[src/shared/sbr_pkg.sv]
package sbr_pkg;
    // Clock
    localparam int unsigned CLK_HZ      = 100_000_000;
    localparam int unsigned CYC_PER_US  = CLK_HZ / 1_000_000;
    // Bus reset and time slot timing
    localparam int unsigned RST_LOW_US  = 480;
    localparam int unsigned RST_SMP_US  = 550;
    localparam int unsigned RST_END_US  = 960;
    localparam int unsigned SLOT_L0_US  = 60;
    localparam int unsigned SLOT_L1_US  = 6;
    localparam int unsigned SLOT_SMP_US = 15;
    localparam int unsigned SLOT_END_US = 70;
    localparam int unsigned RST_LOW_CYC  = RST_LOW_US * CYC_PER_US;
    localparam int unsigned RST_SMP_CYC  = RST_SMP_US * CYC_PER_US;
    localparam int unsigned RST_END_CYC  = RST_END_US * CYC_PER_US;
    localparam int unsigned SLOT_L0_CYC  = SLOT_L0_US * CYC_PER_US;
    localparam int unsigned SLOT_L1_CYC  = SLOT_L1_US * CYC_PER_US;
    localparam int unsigned SLOT_SMP_CYC = SLOT_SMP_US * CYC_PER_US;
    localparam int unsigned SLOT_END_CYC = SLOT_END_US * CYC_PER_US;
    // Pulse durations
    localparam int unsigned SPU_MS  = 524;
    localparam int unsigned SPU_CYC = SPU_MS * 1000 * CYC_PER_US;
    localparam int unsigned VPP_US  = 512;
    localparam int unsigned VPP_CYC = VPP_US * CYC_PER_US;
    // Serial rate
    localparam int unsigned BAUD_BASE    = 9600;
    localparam int unsigned BAUD_DIV_CYC = CLK_HZ / BAUD_BASE;
    // Command and reply codes
    localparam logic [7:0] CMD_DATA  = 8'hE1;
    localparam logic [7:0] CMD_CMDM  = 8'hE3;
    localparam logic [7:0] CMD_TERM  = 8'hF1;
    localparam logic [7:0] CMD_PROG  = 8'hFD;
    localparam logic [7:0] PRES_OK   = 8'hC9;
    localparam logic [7:0] PRES_NONE = 8'hCB;
    localparam logic [7:0] PRESP_SPU = 8'hEC;
    // Configuration parameter selectors and values
    localparam logic [2:0] CFG_VPP  = 3'h2;
    localparam logic [2:0] CFG_SPU  = 3'h3;
    localparam logic [2:0] CFG_RATE = 3'h7;
    localparam logic [2:0] DUR_INF  = 3'h7;
    // Values after reset
    localparam logic [2:0] RATE_RST = 3'h0;
    localparam logic [2:0] DUR_RST  = 3'h4;

    typedef struct packed {
        logic       bus_rst;
        logic [7:0] data;
    } sbr_req_t;

    typedef struct packed {
        logic       present;
        logic [7:0] data;
    } sbr_rsp_t;

    typedef enum {ST_IDLE, ST_BUS, ST_PULSE, ST_PRESP} sbr_state_t;
    typedef enum {SL_IDLE, SL_RESET, SL_SLOT} sbr_slot_t;
endpackage : sbr_pkg

[src/rtl/sbr_slot.sv]
`timescale 1ns/10ps
module sbr_slot
    import sbr_pkg::*;
#(
    parameter int unsigned RST_LOW  = RST_LOW_CYC,
    parameter int unsigned RST_SMP  = RST_SMP_CYC,
    parameter int unsigned RST_END  = RST_END_CYC,
    parameter int unsigned SLOT_L0  = SLOT_L0_CYC,
    parameter int unsigned SLOT_END = SLOT_END_CYC
) (
    // Clock and reset
    input  wire logic     clk,
    input  wire logic     rst,
    // Request and answer
    input  wire logic     start,
    input  wire sbr_req_t req,
    output sbr_rsp_t      rsp,
    output logic          done,
    // Bus line
    input  wire logic     bus_in,
    output logic          bus_low
);
    sbr_slot_t   st;
    sbr_slot_t   next_st;
    logic [16:0] cnt;
    logic [16:0] next_cnt;
    logic [2:0]  bitn;
    logic [2:0]  next_bitn;
    logic [7:0]  wr;
    logic [7:0]  next_wr;
    logic        smp;
    logic        next_smp;
    sbr_rsp_t    next_rsp;
    logic        next_done;

    always_comb begin
        next_st   = st;
        next_cnt  = cnt + 17'h1;
        next_bitn = bitn;
        next_wr   = wr;
        next_smp  = smp;
        next_rsp  = rsp;
        next_done = 1'b0;
        bus_low   = 1'b0;
        case (st)
            SL_IDLE: begin
                next_cnt = '0;
                if (start) begin
                    next_st   = req.bus_rst ? SL_RESET : SL_SLOT;
                    next_wr   = req.data;
                    next_bitn = '0;
                end
            end
            SL_RESET: begin
                bus_low = cnt < 17'(RST_LOW);
                if (cnt == 17'(RST_SMP)) begin
                    next_rsp.present = ~bus_in;
                end
                if (cnt == 17'(RST_END - 1)) begin
                    next_st   = SL_IDLE;
                    next_done = 1'b1;
                end
            end
            SL_SLOT: begin
                bus_low = cnt < (wr[0] ? 17'(SLOT_L1_CYC) : 17'(SLOT_L0));
                if (cnt == 17'(SLOT_SMP_CYC)) begin
                    next_smp = bus_in;
                end
                if (cnt == 17'(SLOT_END - 1)) begin
                    next_cnt      = '0;
                    next_wr       = {1'b0, wr[7:1]};
                    next_rsp.data = {smp, rsp.data[7:1]};
                    next_bitn     = bitn + 3'h1;
                    if (bitn == 3'h7) begin
                        next_st   = SL_IDLE;
                        next_done = 1'b1;
                    end
                end
            end
            default: next_st = SL_IDLE;
        endcase
    end

    always_ff @(posedge clk) begin
        if (rst) begin
            st   <= SL_IDLE;
            cnt  <= '0;
            bitn <= '0;
            wr   <= '0;
            smp  <= 1'b0;
            rsp  <= '0;
            done <= 1'b0;
        end else begin
            st   <= next_st;
            cnt  <= next_cnt;
            bitn <= next_bitn;
            wr   <= next_wr;
            smp  <= next_smp;
            rsp  <= next_rsp;
            done <= next_done;
        end
    end
endmodule : sbr_slot

[src/rtl/sbr_bridge.sv]
`timescale 1ns/10ps
module sbr_bridge
    import sbr_pkg::*;
#(
    parameter int unsigned RST_LOW  = RST_LOW_CYC,
    parameter int unsigned RST_SMP  = RST_LOW * RST_SMP_US / RST_LOW_US,
    parameter int unsigned RST_END  = RST_LOW * RST_END_US / RST_LOW_US,
    parameter int unsigned SLOT_L0  = SLOT_L0_CYC,
    parameter int unsigned SLOT_END = SLOT_L0 * SLOT_END_US / SLOT_L0_US,
    parameter int unsigned BAUD_DIV = BAUD_DIV_CYC,
    parameter int unsigned SPU_LEN  = SPU_CYC,
    parameter int unsigned VPP_LEN  = VPP_CYC
) (
    // Clock and reset
    input  wire logic CLOCK,
    input  wire logic RST,
    // Host serial
    input  wire logic RXD,
    output logic      TXD,
    // Bus pin and drivers
    input  wire logic BUS_IN,
    output logic      BUS_OUT,
    output logic      BUS_OE,
    output logic      SPU_EN,
    output logic      VPP_EN,
    // Status
    output logic      DATA_MODE
);
    logic        rxd_s1, rxd_s2, bus_s1, bus_s2;
    logic [2:0]  rate;
    logic [15:0] div;
    logic        rx_line;
    // Receive group
    logic        rx_busy, next_rx_busy, rx_full, next_rx_full;
    logic [15:0] rx_cnt, next_rx_cnt;
    logic [3:0]  rx_bit, next_rx_bit;
    logic [7:0]  rx_sh, next_rx_sh, hold, next_hold;
    // Transmit group
    logic        tx_busy, next_tx_busy, tx_line, next_tx_line;
    logic [15:0] tx_cnt, next_tx_cnt;
    logic [3:0]  tx_bit, next_tx_bit;
    logic [8:0]  tx_sh, next_tx_sh;
    // Control group
    sbr_state_t  state, next_state;
    logic        data_mode, next_data_mode, armed, next_armed;
    logic [2:0]  next_rate, spu_val, next_spu_val, vpp_val, next_vpp_val;
    logic [25:0] pcnt, next_pcnt;
    logic        spu_en, next_spu_en, vpp_en, next_vpp_en;
    logic        tx_req, next_tx_req, was_rst, next_was_rst;
    logic [7:0]  tx_byte, next_tx_byte, resp, next_resp;
    logic        slot_start, take, term, consume, pulse_end;
    sbr_req_t    slot_req;
    sbr_rsp_t    slot_rsp;
    logic        slot_done, slot_low;

    sbr_slot #(
        .RST_LOW  (RST_LOW),
        .RST_SMP  (RST_SMP),
        .RST_END  (RST_END),
        .SLOT_L0  (SLOT_L0),
        .SLOT_END (SLOT_END)
    ) u_slot (
        .clk     (CLOCK),
        .rst     (RST),
        .start   (slot_start),
        .req     (slot_req),
        .rsp     (slot_rsp),
        .done    (slot_done),
        .bus_in  (bus_s2),
        .bus_low (slot_low)
    );

    always_comb begin
        case (rate[1:0])
            2'h0:    div = 16'(BAUD_DIV);
            2'h1:    div = 16'(BAUD_DIV / 2);
            2'h2:    div = 16'(BAUD_DIV / 6);
            default: div = 16'(BAUD_DIV / 12);
        endcase
    end

    assign rx_line = rxd_s2 ^ rate[2];
    assign take    = (state == ST_IDLE) && rx_full && !tx_busy && !tx_req;
    assign term    = (state == ST_PULSE) && rx_full && !data_mode && (hold == CMD_TERM);
    assign consume = take || term;

    // Receiver with one-byte holding register
    always_comb begin
        next_rx_busy = rx_busy;
        next_rx_cnt  = rx_cnt;
        next_rx_bit  = rx_bit;
        next_rx_sh   = rx_sh;
        next_hold    = hold;
        next_rx_full = rx_full && !consume;
        if (!rx_busy) begin
            if (!rx_line) begin
                next_rx_busy = 1'b1;
                next_rx_cnt  = div >> 1;
                next_rx_bit  = '0;
            end
        end else if (rx_cnt == '0) begin
            next_rx_cnt = div - 16'h1;
            next_rx_bit = rx_bit + 4'h1;
            if (rx_bit == 4'h0) begin
                next_rx_busy = !rx_line;
            end else if (rx_bit < 4'h9) begin
                next_rx_sh = {rx_line, rx_sh[7:1]};
            end else begin
                next_rx_busy = 1'b0;
                if (rx_line && next_rx_full == 1'b0) begin
                    next_hold    = rx_sh;
                    next_rx_full = 1'b1;
                end
            end
        end else begin
            next_rx_cnt = rx_cnt - 16'h1;
        end
    end

    // Transmitter
    always_comb begin
        next_tx_busy = tx_busy;
        next_tx_cnt  = tx_cnt;
        next_tx_bit  = tx_bit;
        next_tx_sh   = tx_sh;
        next_tx_line = tx_line;
        if (!tx_busy) begin
            if (tx_req) begin
                next_tx_busy = 1'b1;
                next_tx_line = 1'b0;
                next_tx_sh   = {1'b1, tx_byte};
                next_tx_bit  = '0;
                next_tx_cnt  = div - 16'h1;
            end
        end else if (tx_cnt == '0) begin
            next_tx_cnt = div - 16'h1;
            if (tx_bit == 4'h9) begin
                next_tx_busy = 1'b0;
            end else begin
                next_tx_line = tx_sh[0];
                next_tx_sh   = {1'b1, tx_sh[8:1]};
                next_tx_bit  = tx_bit + 4'h1;
            end
        end else begin
            next_tx_cnt = tx_cnt - 16'h1;
        end
    end

    assign pulse_end = vpp_en ? (vpp_val != DUR_INF && pcnt == 26'(VPP_LEN - 1))
                              : (spu_val != DUR_INF && pcnt == 26'(SPU_LEN - 1));

    // Command interpreter
    always_comb begin
        next_state     = state;
        next_data_mode = data_mode;
        next_armed     = armed;
        next_rate      = rate;
        next_spu_val   = spu_val;
        next_vpp_val   = vpp_val;
        next_pcnt      = '0;
        next_spu_en    = spu_en;
        next_vpp_en    = vpp_en;
        next_tx_req    = 1'b0;
        next_tx_byte   = tx_byte;
        next_resp      = resp;
        next_was_rst   = was_rst;
        slot_start     = 1'b0;
        slot_req       = '{bus_rst: 1'b0, data: hold};
        case (state)
            ST_IDLE: begin
                if (take && data_mode) begin
                    if (hold == CMD_CMDM) begin
                        next_data_mode = 1'b0;
                    end else begin
                        slot_start   = 1'b1;
                        next_was_rst = 1'b0;
                        next_state   = ST_BUS;
                    end
                end else if (take) begin
                    if (hold == CMD_DATA) begin
                        next_data_mode = 1'b1;
                    end else if (hold[7:4] == 4'hC && hold[0]) begin
                        slot_start       = 1'b1;
                        slot_req.bus_rst = 1'b1;
                        next_was_rst     = 1'b1;
                        next_state       = ST_BUS;
                    end else if (hold[7:2] == 6'b1110_11 && hold[0]) begin
                        next_armed  = hold[1];
                        next_spu_en = 1'b1;
                        next_resp   = {hold[7:2], 2'b00};
                        next_state  = ST_PULSE;
                    end else if (hold == CMD_PROG) begin
                        next_vpp_en = 1'b1;
                        next_resp   = {hold[7:2], 2'b00};
                        next_state  = ST_PULSE;
                    end else if (!hold[7] && hold[0]) begin
                        case (hold[6:4])
                            CFG_VPP:  next_vpp_val = hold[3:1];
                            CFG_SPU:  next_spu_val = hold[3:1];
                            CFG_RATE: next_rate    = hold[3:1];
                            default:  next_rate    = rate;
                        endcase
                        next_tx_req  = 1'b1;
                        next_tx_byte = {hold[7:1], 1'b0};
                    end
                end
            end
            ST_BUS: begin
                if (slot_done) begin
                    next_tx_req  = 1'b1;
                    next_tx_byte = was_rst ? (slot_rsp.present ? PRES_OK : PRES_NONE)
                                           : slot_rsp.data;
                    next_state   = ST_IDLE;
                    if (!was_rst && armed) begin
                        next_spu_en = 1'b1;
                        next_resp   = PRESP_SPU;
                        next_state  = ST_PULSE;
                    end
                end
            end
            ST_PULSE: begin
                next_pcnt = pcnt + 26'h1;
                if (term || pulse_end) begin
                    next_spu_en = 1'b0;
                    next_vpp_en = 1'b0;
                    next_state  = ST_PRESP;
                end
            end
            ST_PRESP: begin
                if (!tx_busy && !tx_req) begin
                    next_tx_req  = 1'b1;
                    next_tx_byte = resp;
                    next_state   = ST_IDLE;
                end
            end
            default: next_state = ST_IDLE;
        endcase
    end

    always_ff @(posedge CLOCK) begin
        if (RST) begin
            {rxd_s1, rxd_s2, bus_s1, bus_s2} <= 4'hF;
            rx_busy <= 1'b0;
            rx_cnt  <= '0;
            rx_bit  <= '0;
            rx_sh   <= '0;
            hold    <= '0;
            rx_full <= 1'b0;
            tx_busy <= 1'b0;
            tx_cnt  <= '0;
            tx_bit  <= '0;
            tx_sh   <= '1;
            tx_line <= 1'b1;
            TXD     <= 1'b1;
        end else begin
            rxd_s1  <= RXD;
            rxd_s2  <= rxd_s1;
            bus_s1  <= BUS_IN;
            bus_s2  <= bus_s1;
            rx_busy <= next_rx_busy;
            rx_cnt  <= next_rx_cnt;
            rx_bit  <= next_rx_bit;
            rx_sh   <= next_rx_sh;
            hold    <= next_hold;
            rx_full <= next_rx_full;
            tx_busy <= next_tx_busy;
            tx_cnt  <= next_tx_cnt;
            tx_bit  <= next_tx_bit;
            tx_sh   <= next_tx_sh;
            tx_line <= next_tx_line;
            TXD     <= next_tx_line ^ next_rate[2];
        end
    end

    always_ff @(posedge CLOCK) begin
        if (RST) begin
            state     <= ST_IDLE;
            data_mode <= 1'b0;
            armed     <= 1'b0;
            rate      <= RATE_RST;
            spu_val   <= DUR_RST;
            vpp_val   <= DUR_RST;
            pcnt      <= '0;
            spu_en    <= 1'b0;
            vpp_en    <= 1'b0;
            tx_req    <= 1'b0;
            tx_byte   <= '0;
            resp      <= '0;
            was_rst   <= 1'b0;
            BUS_OE    <= 1'b0;
            BUS_OUT   <= 1'b0;
        end else begin
            state     <= next_state;
            data_mode <= next_data_mode;
            armed     <= next_armed;
            rate      <= next_rate;
            spu_val   <= next_spu_val;
            vpp_val   <= next_vpp_val;
            pcnt      <= next_pcnt;
            spu_en    <= next_spu_en;
            vpp_en    <= next_vpp_en;
            tx_req    <= next_tx_req;
            tx_byte   <= next_tx_byte;
            resp      <= next_resp;
            was_rst   <= next_was_rst;
            BUS_OE    <= slot_low;
            BUS_OUT   <= 1'b0;
        end
    end

    assign SPU_EN    = spu_en;
    assign VPP_EN    = vpp_en;
    assign DATA_MODE = data_mode;

    chk_reset_reply: assert property (@(posedge CLOCK) disable iff (RST)
        (state == ST_BUS && slot_done && was_rst) |=> tx_req && tx_byte[7:2] == PRES_OK[7:2])
        else $error("reset answer missing");
    chk_mode_silent: assert property (@(posedge CLOCK) disable iff (RST)
        (take && !data_mode && hold == CMD_DATA) |=> data_mode && !tx_req [*2])
        else $error("data mode switch not silent");
    chk_echo_byte: assert property (@(posedge CLOCK) disable iff (RST)
        (state == ST_BUS && slot_done && !was_rst) |=> tx_req && tx_byte == $past(slot_rsp.data))
        else $error("read byte not returned");
    chk_cfg_reply: assert property (@(posedge CLOCK) disable iff (RST)
        (take && !data_mode && !hold[7] && hold[0]) |=> tx_req && tx_byte == ($past(hold) & 8'hFE))
        else $error("config answer wrong");
    chk_pulse_quiet: assert property (@(posedge CLOCK) disable iff (RST)
        (take && !data_mode && hold[7:2] == 6'b1110_11 && hold[0])
        |=> (state == ST_PULSE && SPU_EN && !tx_req) ##1 !tx_req)
        else $error("pulse command answered early");
    chk_armed_spu: assert property (@(posedge CLOCK) disable iff (RST)
        (state == ST_BUS && slot_done && !was_rst && armed)
        |=> SPU_EN && tx_req && resp == PRESP_SPU)
        else $error("armed pull-up not started");
    chk_prog_pulse: assert property (@(posedge CLOCK) disable iff (RST)
        (take && !data_mode && hold == CMD_PROG) |=> VPP_EN && state == ST_PULSE && !tx_req)
        else $error("program pulse not applied");
    chk_txd_polarity: assert property (@(posedge CLOCK) disable iff (RST)
        (!tx_busy && $past(!tx_busy) && $stable(rate)) |-> TXD == ~rate[2])
        else $error("idle serial level wrong");
    chk_hold_byte: assert property (@(posedge CLOCK) disable iff (RST)
        (rx_full && !consume) |=> rx_full && hold == $past(hold))
        else $error("held byte lost");
    chk_term_only: assert property (@(posedge CLOCK) disable iff (RST)
        term |=> !SPU_EN && !VPP_EN && !tx_req ##1 (tx_req || tx_busy))
        else $error("terminate handling wrong");
    chk_start_cmd: assert property (@(posedge CLOCK) disable iff (RST)
        $past(RST) |-> !data_mode && !armed && !SPU_EN)
        else $error("not in command mode after reset");
endmodule : sbr_bridge

[config.mk]
export PLATFORM = sky130hd
export DESIGN_NAME = sbr_bridge
export DESIGN_NICKNAME = d
export VERILOG_FILES = /design/src/shared/sbr_pkg.sv /design/src/rtl/sbr_slot.sv /design/src/rtl/sbr_bridge.sv
export SDC_FILE = /design/constraint.sdc
export NUM_CORES = 1
export LEC_CHECK = 0
export ABC_AREA = 0
export BUFFER_PORTS_ARGS = -buffer_cell sky130_fd_sc_hd__buf_4
export CAP_MARGIN = 5
export CORE_MARGIN = 2
export CORE_UTILIZATION = 47
export DETAILED_ROUTE_END_ITERATION = 6
export SKIP_LAST_GASP = 1
export SLEW_MARGIN = 15
export SYNTH_ARGS = -nofsm -noshare
export SYNTH_HDL_FRONTEND = slang
export SYNTH_SLANG_ARGS = --single-unit
[constraint.sdc]
create_clock -name CLOCK -period 5.7 [get_ports CLOCK]
set_input_delay 0.57 -clock CLOCK [delete_from_list [all_inputs] [get_ports CLOCK]]
set_output_delay 0.57 -clock CLOCK [all_outputs]
set_load 0.005 [all_outputs]
==> impl_metrics.toml, run 1 <==
[logic_synthesis]
synth_most_common_cell = "dfxtp_1"
synth_edf_count = 0
synth_cells = 1038
yosysWarningCount = 0
synth_flop_cell = "dfxtp_1"
synthArstFlopShare_pct = 0
yosys.area.top_type_share_pct = 39.73
synth_area_leader_cell = "dfxtp_1"
netlist_area_mm2 = 0.008667
ys_seq_area_share_pct = 39.73
ys_top_cells_by_count = "172 x dfxtp_1, 163 x nor2_1, 84 x nand2_1"
syn_nets = 1067
synthDistinctLibCells = 77
synth_area_leaders = "dfxtp_1 40%, nor2_1 7.1%, mux2i_1 5.8%, nand2_1 3.6%, ha_1 3.6%"
ys_ff_latch = 172
syn_avg_cell_area_um2 = 8.350

[timing]
period_needed_ns = 3.144
slew_viol_final = 0
period_share_pct = 55.16
setup_viol = 0
holdWs_ns = 0.3240
tightest_slew_ns = 1.001
fin_skew_ns = 0.009311
finalHoldViolations = 0
setup_tns_ns = 0
slew_headroom_pct = 31.56
rsz0062_at_grt = "no"
fmax_ghz = 0.3180

[grt]
grt_max_degree = 58
use_met1_pct = 27.26
grt_use_total_pct = 20.81
grt_use_met3_pct = 3.510
antenna_found_initial = 0
grt-busiest-layer = "met2"
grt_first_pass_wirelength_um = 33690
grt_overflow = 0
grt_pass1_vias = 6722
met2_usage_pct = 34.81

[die]
core_mm2 = 0.01802
start_util_pct = 48.08
fp.dieW_um = 139.8
io-pin-count = 10
dieArea_mm2 = 0.01954
die_h_um = 139.8
std_cell_rows = 49

[drt]
firstDrtPassIters = 6
drt-total-wl_um = 19760
via_count = 7174
drtAntennaViolNets = 0
post_drt_wl_per_cell_um = 15.79
drt_iter0_drc = 388
drc = 0
vias_per_cell = 5.735

[clocking]
root_buffer = "clkbuf_16"
clock-sinks = 172
cts_resized = 0
postCtsSetupRepairBufs = 0
cts_buffers = 17
ctsHoldBuffers = 0
htree_num_levels = 4
clk_latency_ns = 0.43
cts_tree = "built"
ctsLongestPathBuffers = 2
clk_pin_slew_ns = 0.07

[worst_setup_path]
slowest_stage = "nor2b_1"
startpoint_type = "flop"
required_ns = 6.04
crit_path_max_incr_delay_ns = 0.86
cpLargestDelayFamily = "simple AND/OR/NAND/NOR gates"
r2r_slack_ns = 2.56
critPathArrivalTime_ns = 3.48
critical_path_class = "flop to flop"
r2r_start = "u_slot.cnt[0]"
crit_chain = "ha_1 -> nand4_1 -> nor4_1 -> nor2b_1 -> o22a_1 -> nor2_1 -> a211oi_1"
r2r_cells = 7
crit_fanout = 22
path_buf_inv = 0
regToRegEndpoint = "u_slot.wr[1]"
endpoint_kind = "flop"

[cells_and_area]
nets = 1039
seq_area_mm2 = 0.003443
antenna_cells = 0
drive_above_1_share_pct = 6.556
n_fill_cell = 1731
multi_input_comb_area_mm2 = 0.004860
syn_to_final_growth_pct = 8.575

[power_and_ir_drop]
peakVddDrop_v = 0.0002105
p_leak_nw = 3.224
powerDensity_mw_per_mm2 = 275.8

[hold_path]
hold_end = "rxd_s1"
hold_path_class = "input pin to flop"
min_from = "RXD"
holdPathStages = 2

[run_status]
status = "complete, no violations"

[placement]
dp_hpwl_um = 13480
gp_congestion = 0.8590
place.port_buffers = 8

[run]
drv_cap = 0
[registers in the layout, indices dropped and copies added (netlist names), 8 cells and up]
signal,cells
tx_byte,8
pcnt,26
rx_sh,8
tx_cnt,16
u_slot.rsp,9
rx_cnt,16
tx_sh,8
hold,8
u_slot.wr,8
u_slot.cnt,17
[kinds of logic (layout without fill, tap and decap cells)]
logic type	Yosys count	count (layout)	synth area share [%]
other	1	1	0.04327
multiplexers	52	52	6.034
XOR/XNOR	49	49	4.952
AO/OA/AOI/OAI	189	189	14.77
flip-flops	172	172	39.73
buffers and inverters	93	77	4.201
AND/OR/NAND/NOR	457	457	26.66
adder cells (fa/ha/maj)	25	25	3.609
[layout by cell type (no fill, tap or decap), types with 8 or more instances in the layout]
cell,synthesis,layout
nor4_1,18,18
buf_4,1,14
nor2_1,163,163
nand4_1,13,13
a211oi_1,22,22
dfxtp_1,172,172
and3_1,9,9
mux2i_1,50,50
clkbuf_16,0,17
or3_1,10,10
ha_1,25,25
a31oi_1,9,9
nand3_1,37,37
nand2b_1,10,10
xnor2_1,24,24
nor3_1,37,37
o21ai_0,32,32
a21oi_1,55,55
xor2_1,25,25
nand2_1,84,84
nor3b_1,8,8
nand3b_1,9,9
inv_1,31,31
nor2b_1,9,9
[per-stage QoR]
step / setup WS (ns) / area, µm² / utilization (%) / power, mW / std cells
6_report: 2.556 / 9410 / 52.21 / 2.596 / 1251
5_1_grt: 2.253 / 9410 / 52.21 / 2.699 / 1251
4_1_cts: 2.544 / 9410 / 52.21 / 2.627 / 1251
3_5_place_dp: 2.571 / 8815 / 48.90 / 1.443 / 1220
3_3_place_gp: 2.656 / 8815 / 48.90 / 1.443 / 1220
2_1_floorplan: 3.467 / 8667 / - / 1.402 / 1038
[area by class of cell]
class                   instances  share of cell area, %
multi-input cells             773                  51.64
flip-flops and latches        172                  36.59
clock buffers                  17                  4.521
well taps                     229                  3.045
clock inverters                14                  1.808
inverters                      32                  1.276
repair buffers                 14                  1.117
[worst max-delay path by stage]
stage,from,to,slack (ns),depth (start not counted)
6_report,u_slot.cnt[0],u_slot.wr[1],2.56,7
3_5_place_dp,u_slot.cnt[0],u_slot.wr[4],2.57,7
2_1_floorplan,rx_cnt[10],hold[0],3.47,6
3_3_place_gp,u_slot.st[0],u_slot.bitn[2],2.66,7
4_1_cts,u_slot.st[0],u_slot.wr[4],2.54,7
5_1_grt,u_slot.st[0],u_slot.bitn[2],2.25,7
[report_power, final]
group | internal, mW | total [mW] | switching (mW)
Clock | 0.689 | 1.18 | 0.489
Sequential | 1.21 | 1.23 | 0.0174
Combinational | 0.0613 | 0.185 | 0.124
Total | 1.97 | 2.60 | 0.630
[layer usage]
layer	wire length, µm	vias to the layer above	part of all wire [%]
met5	0	-	0
met4	244	0	1.2
met3	633	22	3.2
met2	9510	129	48
met1	9368	3373	47
li1	-	3650	-
(Power assumes the default switching activity.)
==> inputs of run 2 (changes only) <==
- clock period: 5.7 -> 2.58 ns (I/O delays scaled with it)
==> run 2 against run 1 <==
- die area unchanged
- final cell count grew 2.6%
- clock power up 110%
- register-to-register slack worse by 2.4 ns
- utilization is 1.3 points higher
- final area increased by 2.5%
- largest power group unchanged
==> impl_metrics.toml, run 2 (synthesized netlist as in run 1, its figures left out) <==
[cells_and_area]
top_register = "pcnt"
n_fill_cell = 1707
fin_cells = 1283
antenna_cells = 0
final_common_cell = "dfxtp_1"
largest_reg_flops = 26
final_cell_mix = "172 x dfxtp_1, 163 x nor2_1, 84 x nand2_1"
syn_to_final_growth_pct = 11.32
nets = 1071
drive_above_1_share_pct = 9.203
reg_top3 = "pcnt x26, u_slot.cnt x17"

[worst_setup_path]
cpLargestDelayFamily = "compound AO/OA/AOI/OAI gates"
crit_chain = "inv_1 -> ha_1 -> or4b_2 -> o41ai_2 -> buf_12 -> o21ai_0 -> a221oi_1 -> nor2_1"
critical_path_class = "flop to flop"
required_ns = 2.89
startpoint_type = "flop"
slowest_stage = "or4b_2"
crit_path_max_incr_delay_ns = 0.66
endpoint_kind = "flop"
critPathArrivalTime_ns = 2.70
path_buf_inv = 2
crit_fanout = 21

[run_status]
status = "complete, no violations"

[placement]
dp_hpwl_um = 13990
place.port_buffers = 8
dp.cells = 1252
gp_congestion = 0.8417

[power_and_ir_drop]
p_leak_nw = 3.372
powerDensity_mw_per_mm2 = 586.3
total_power_mw = 5.656
peakVddDrop_v = 0.0006498

[clocking]
ctsHoldBuffers = 0
cts_buffers = 17
cts_tree = "built"
cts_resized = 0
clock-sinks = 172
root_buffer = "clkbuf_16"
postCtsSetupRepairBufs = 0
ctsLongestPathBuffers = 2
clk_latency_ns = 0.43
clk_pin_slew_ns = 0.07
htree_num_levels = 4

[die]
dieArea_mm2 = 0.01954
io-pin-count = 10
core_mm2 = 0.01802
fp.dieW_um = 139.8
start_util_pct = 48.08
die_h_um = 139.8
std_cell_rows = 49

[grt]
grt_overflow = 0
grt_max_degree = 80
grt_first_pass_wirelength_um = 34030
antenna_found_initial = 0
grt_pass1_vias = 6827
grt_use_total_pct = 20.98

[drt]
vias_per_cell = 5.627
drtAntennaViolNets = 0
drt-total-wl_um = 20210
via_count = 7219
post_drt_wl_per_cell_um = 15.75
drt_iter0_drc = 441
firstDrtPassIters = 5
drc = 0

[timing]
finalHoldViolations = 0
fin_skew_ns = 0.01047
tightest_slew_ns = 0.8309
period_needed_ns = 2.394
period_share_pct = 92.81
setup_tns_ns = 0
setup_viol = 0
slew_headroom_pct = 44.21
rsz0062_at_grt = "no"
slew_viol_final = 0
fmax_ghz = 0.4176
holdWs_ns = 0.01067

[hold_path]
hold_path_class = "input pin to flop"

[run]
drv_cap = 0
## run 2: cell types whose count changed in the layout (fill, tap and decap cells not counted)
cell	previous run	this run
clkinvlp_4	1	5
inv_6	3	0
clkinv_4	3	1
clkbuf_1	0	2
clkinv_2	4	3
buf_4	14	44
clkbuf_8	0	1
buf_12	0	2
bufinv_16	3	2
## run 2: layout make-up
| class | instances | area [µm²] | share of cell area (%) |
|---|---|---|---|
| multi-input cells | 773 | 4860 | 50.37 |
| flip-flops and latches | 172 | 3443 | 35.69 |
| clock buffers | 20 | 446.7 | 4.630 |
| repair buffers | 46 | 370.4 | 3.839 |
| well taps | 229 | 286.5 | 2.970 |
| clock inverters | 11 | 121.4 | 1.258 |
| inverters | 32 | 120.1 | 1.245 |
## run 2: metrics by stage
| step | utilization, % | setup slack (ns) | cell area [µm²] |
|---|---|---|---|
| finish | 53.53 | 0.1856 | 9648 |
| global route | 53.53 | 0.05090 | 9648 |
| CTS | 53.53 | 0.1781 | 9648 |
| detailed placement | 50.37 | 0.2143 | 9080 |
| global placement | 50.37 | 0.2699 | 9080 |
| floorplan | - | 0.3475 | 8667 |
## run 2: path summary, 6_finish.rpt
check / startpoint / endpoint / slack [ns] / depth (start not counted)
worst max-delay path: tx_cnt[1] / tx_cnt[6] / 0.19 / 8
worst min-delay path: BUS_IN / bus_s1 / 0.01 / 2
worst max register to register: tx_cnt[1] / tx_cnt[6] / 0.19 / 8
worst min register to register: rxd_s1 / rxd_s2 / 0.43 / 1
## run 2: report_power, final
part / total (mW) / internal [mW] / switching [mW]
Sequential: 2.72 / 2.68 / 0.0361
Clock: 2.51 / 1.44 / 1.07
Combinational: 0.429 / 0.146 / 0.283
Total: 5.66 / 4.27 / 1.39
## run 2: per-layer routing
| layer | up-vias | global-route usage [%] | routed length (µm) |
|---|---|---|---|
| met2 | 100 | 34.27 | 9430 |
| met1 | 3398 | 28.75 | 9945 |
| met5 | - | 0 | 0 |
| li1 | 3708 | - | - |
| met3 | 13 | 3.957 | 673 |
| met4 | 0 | 5.105 | 155 |
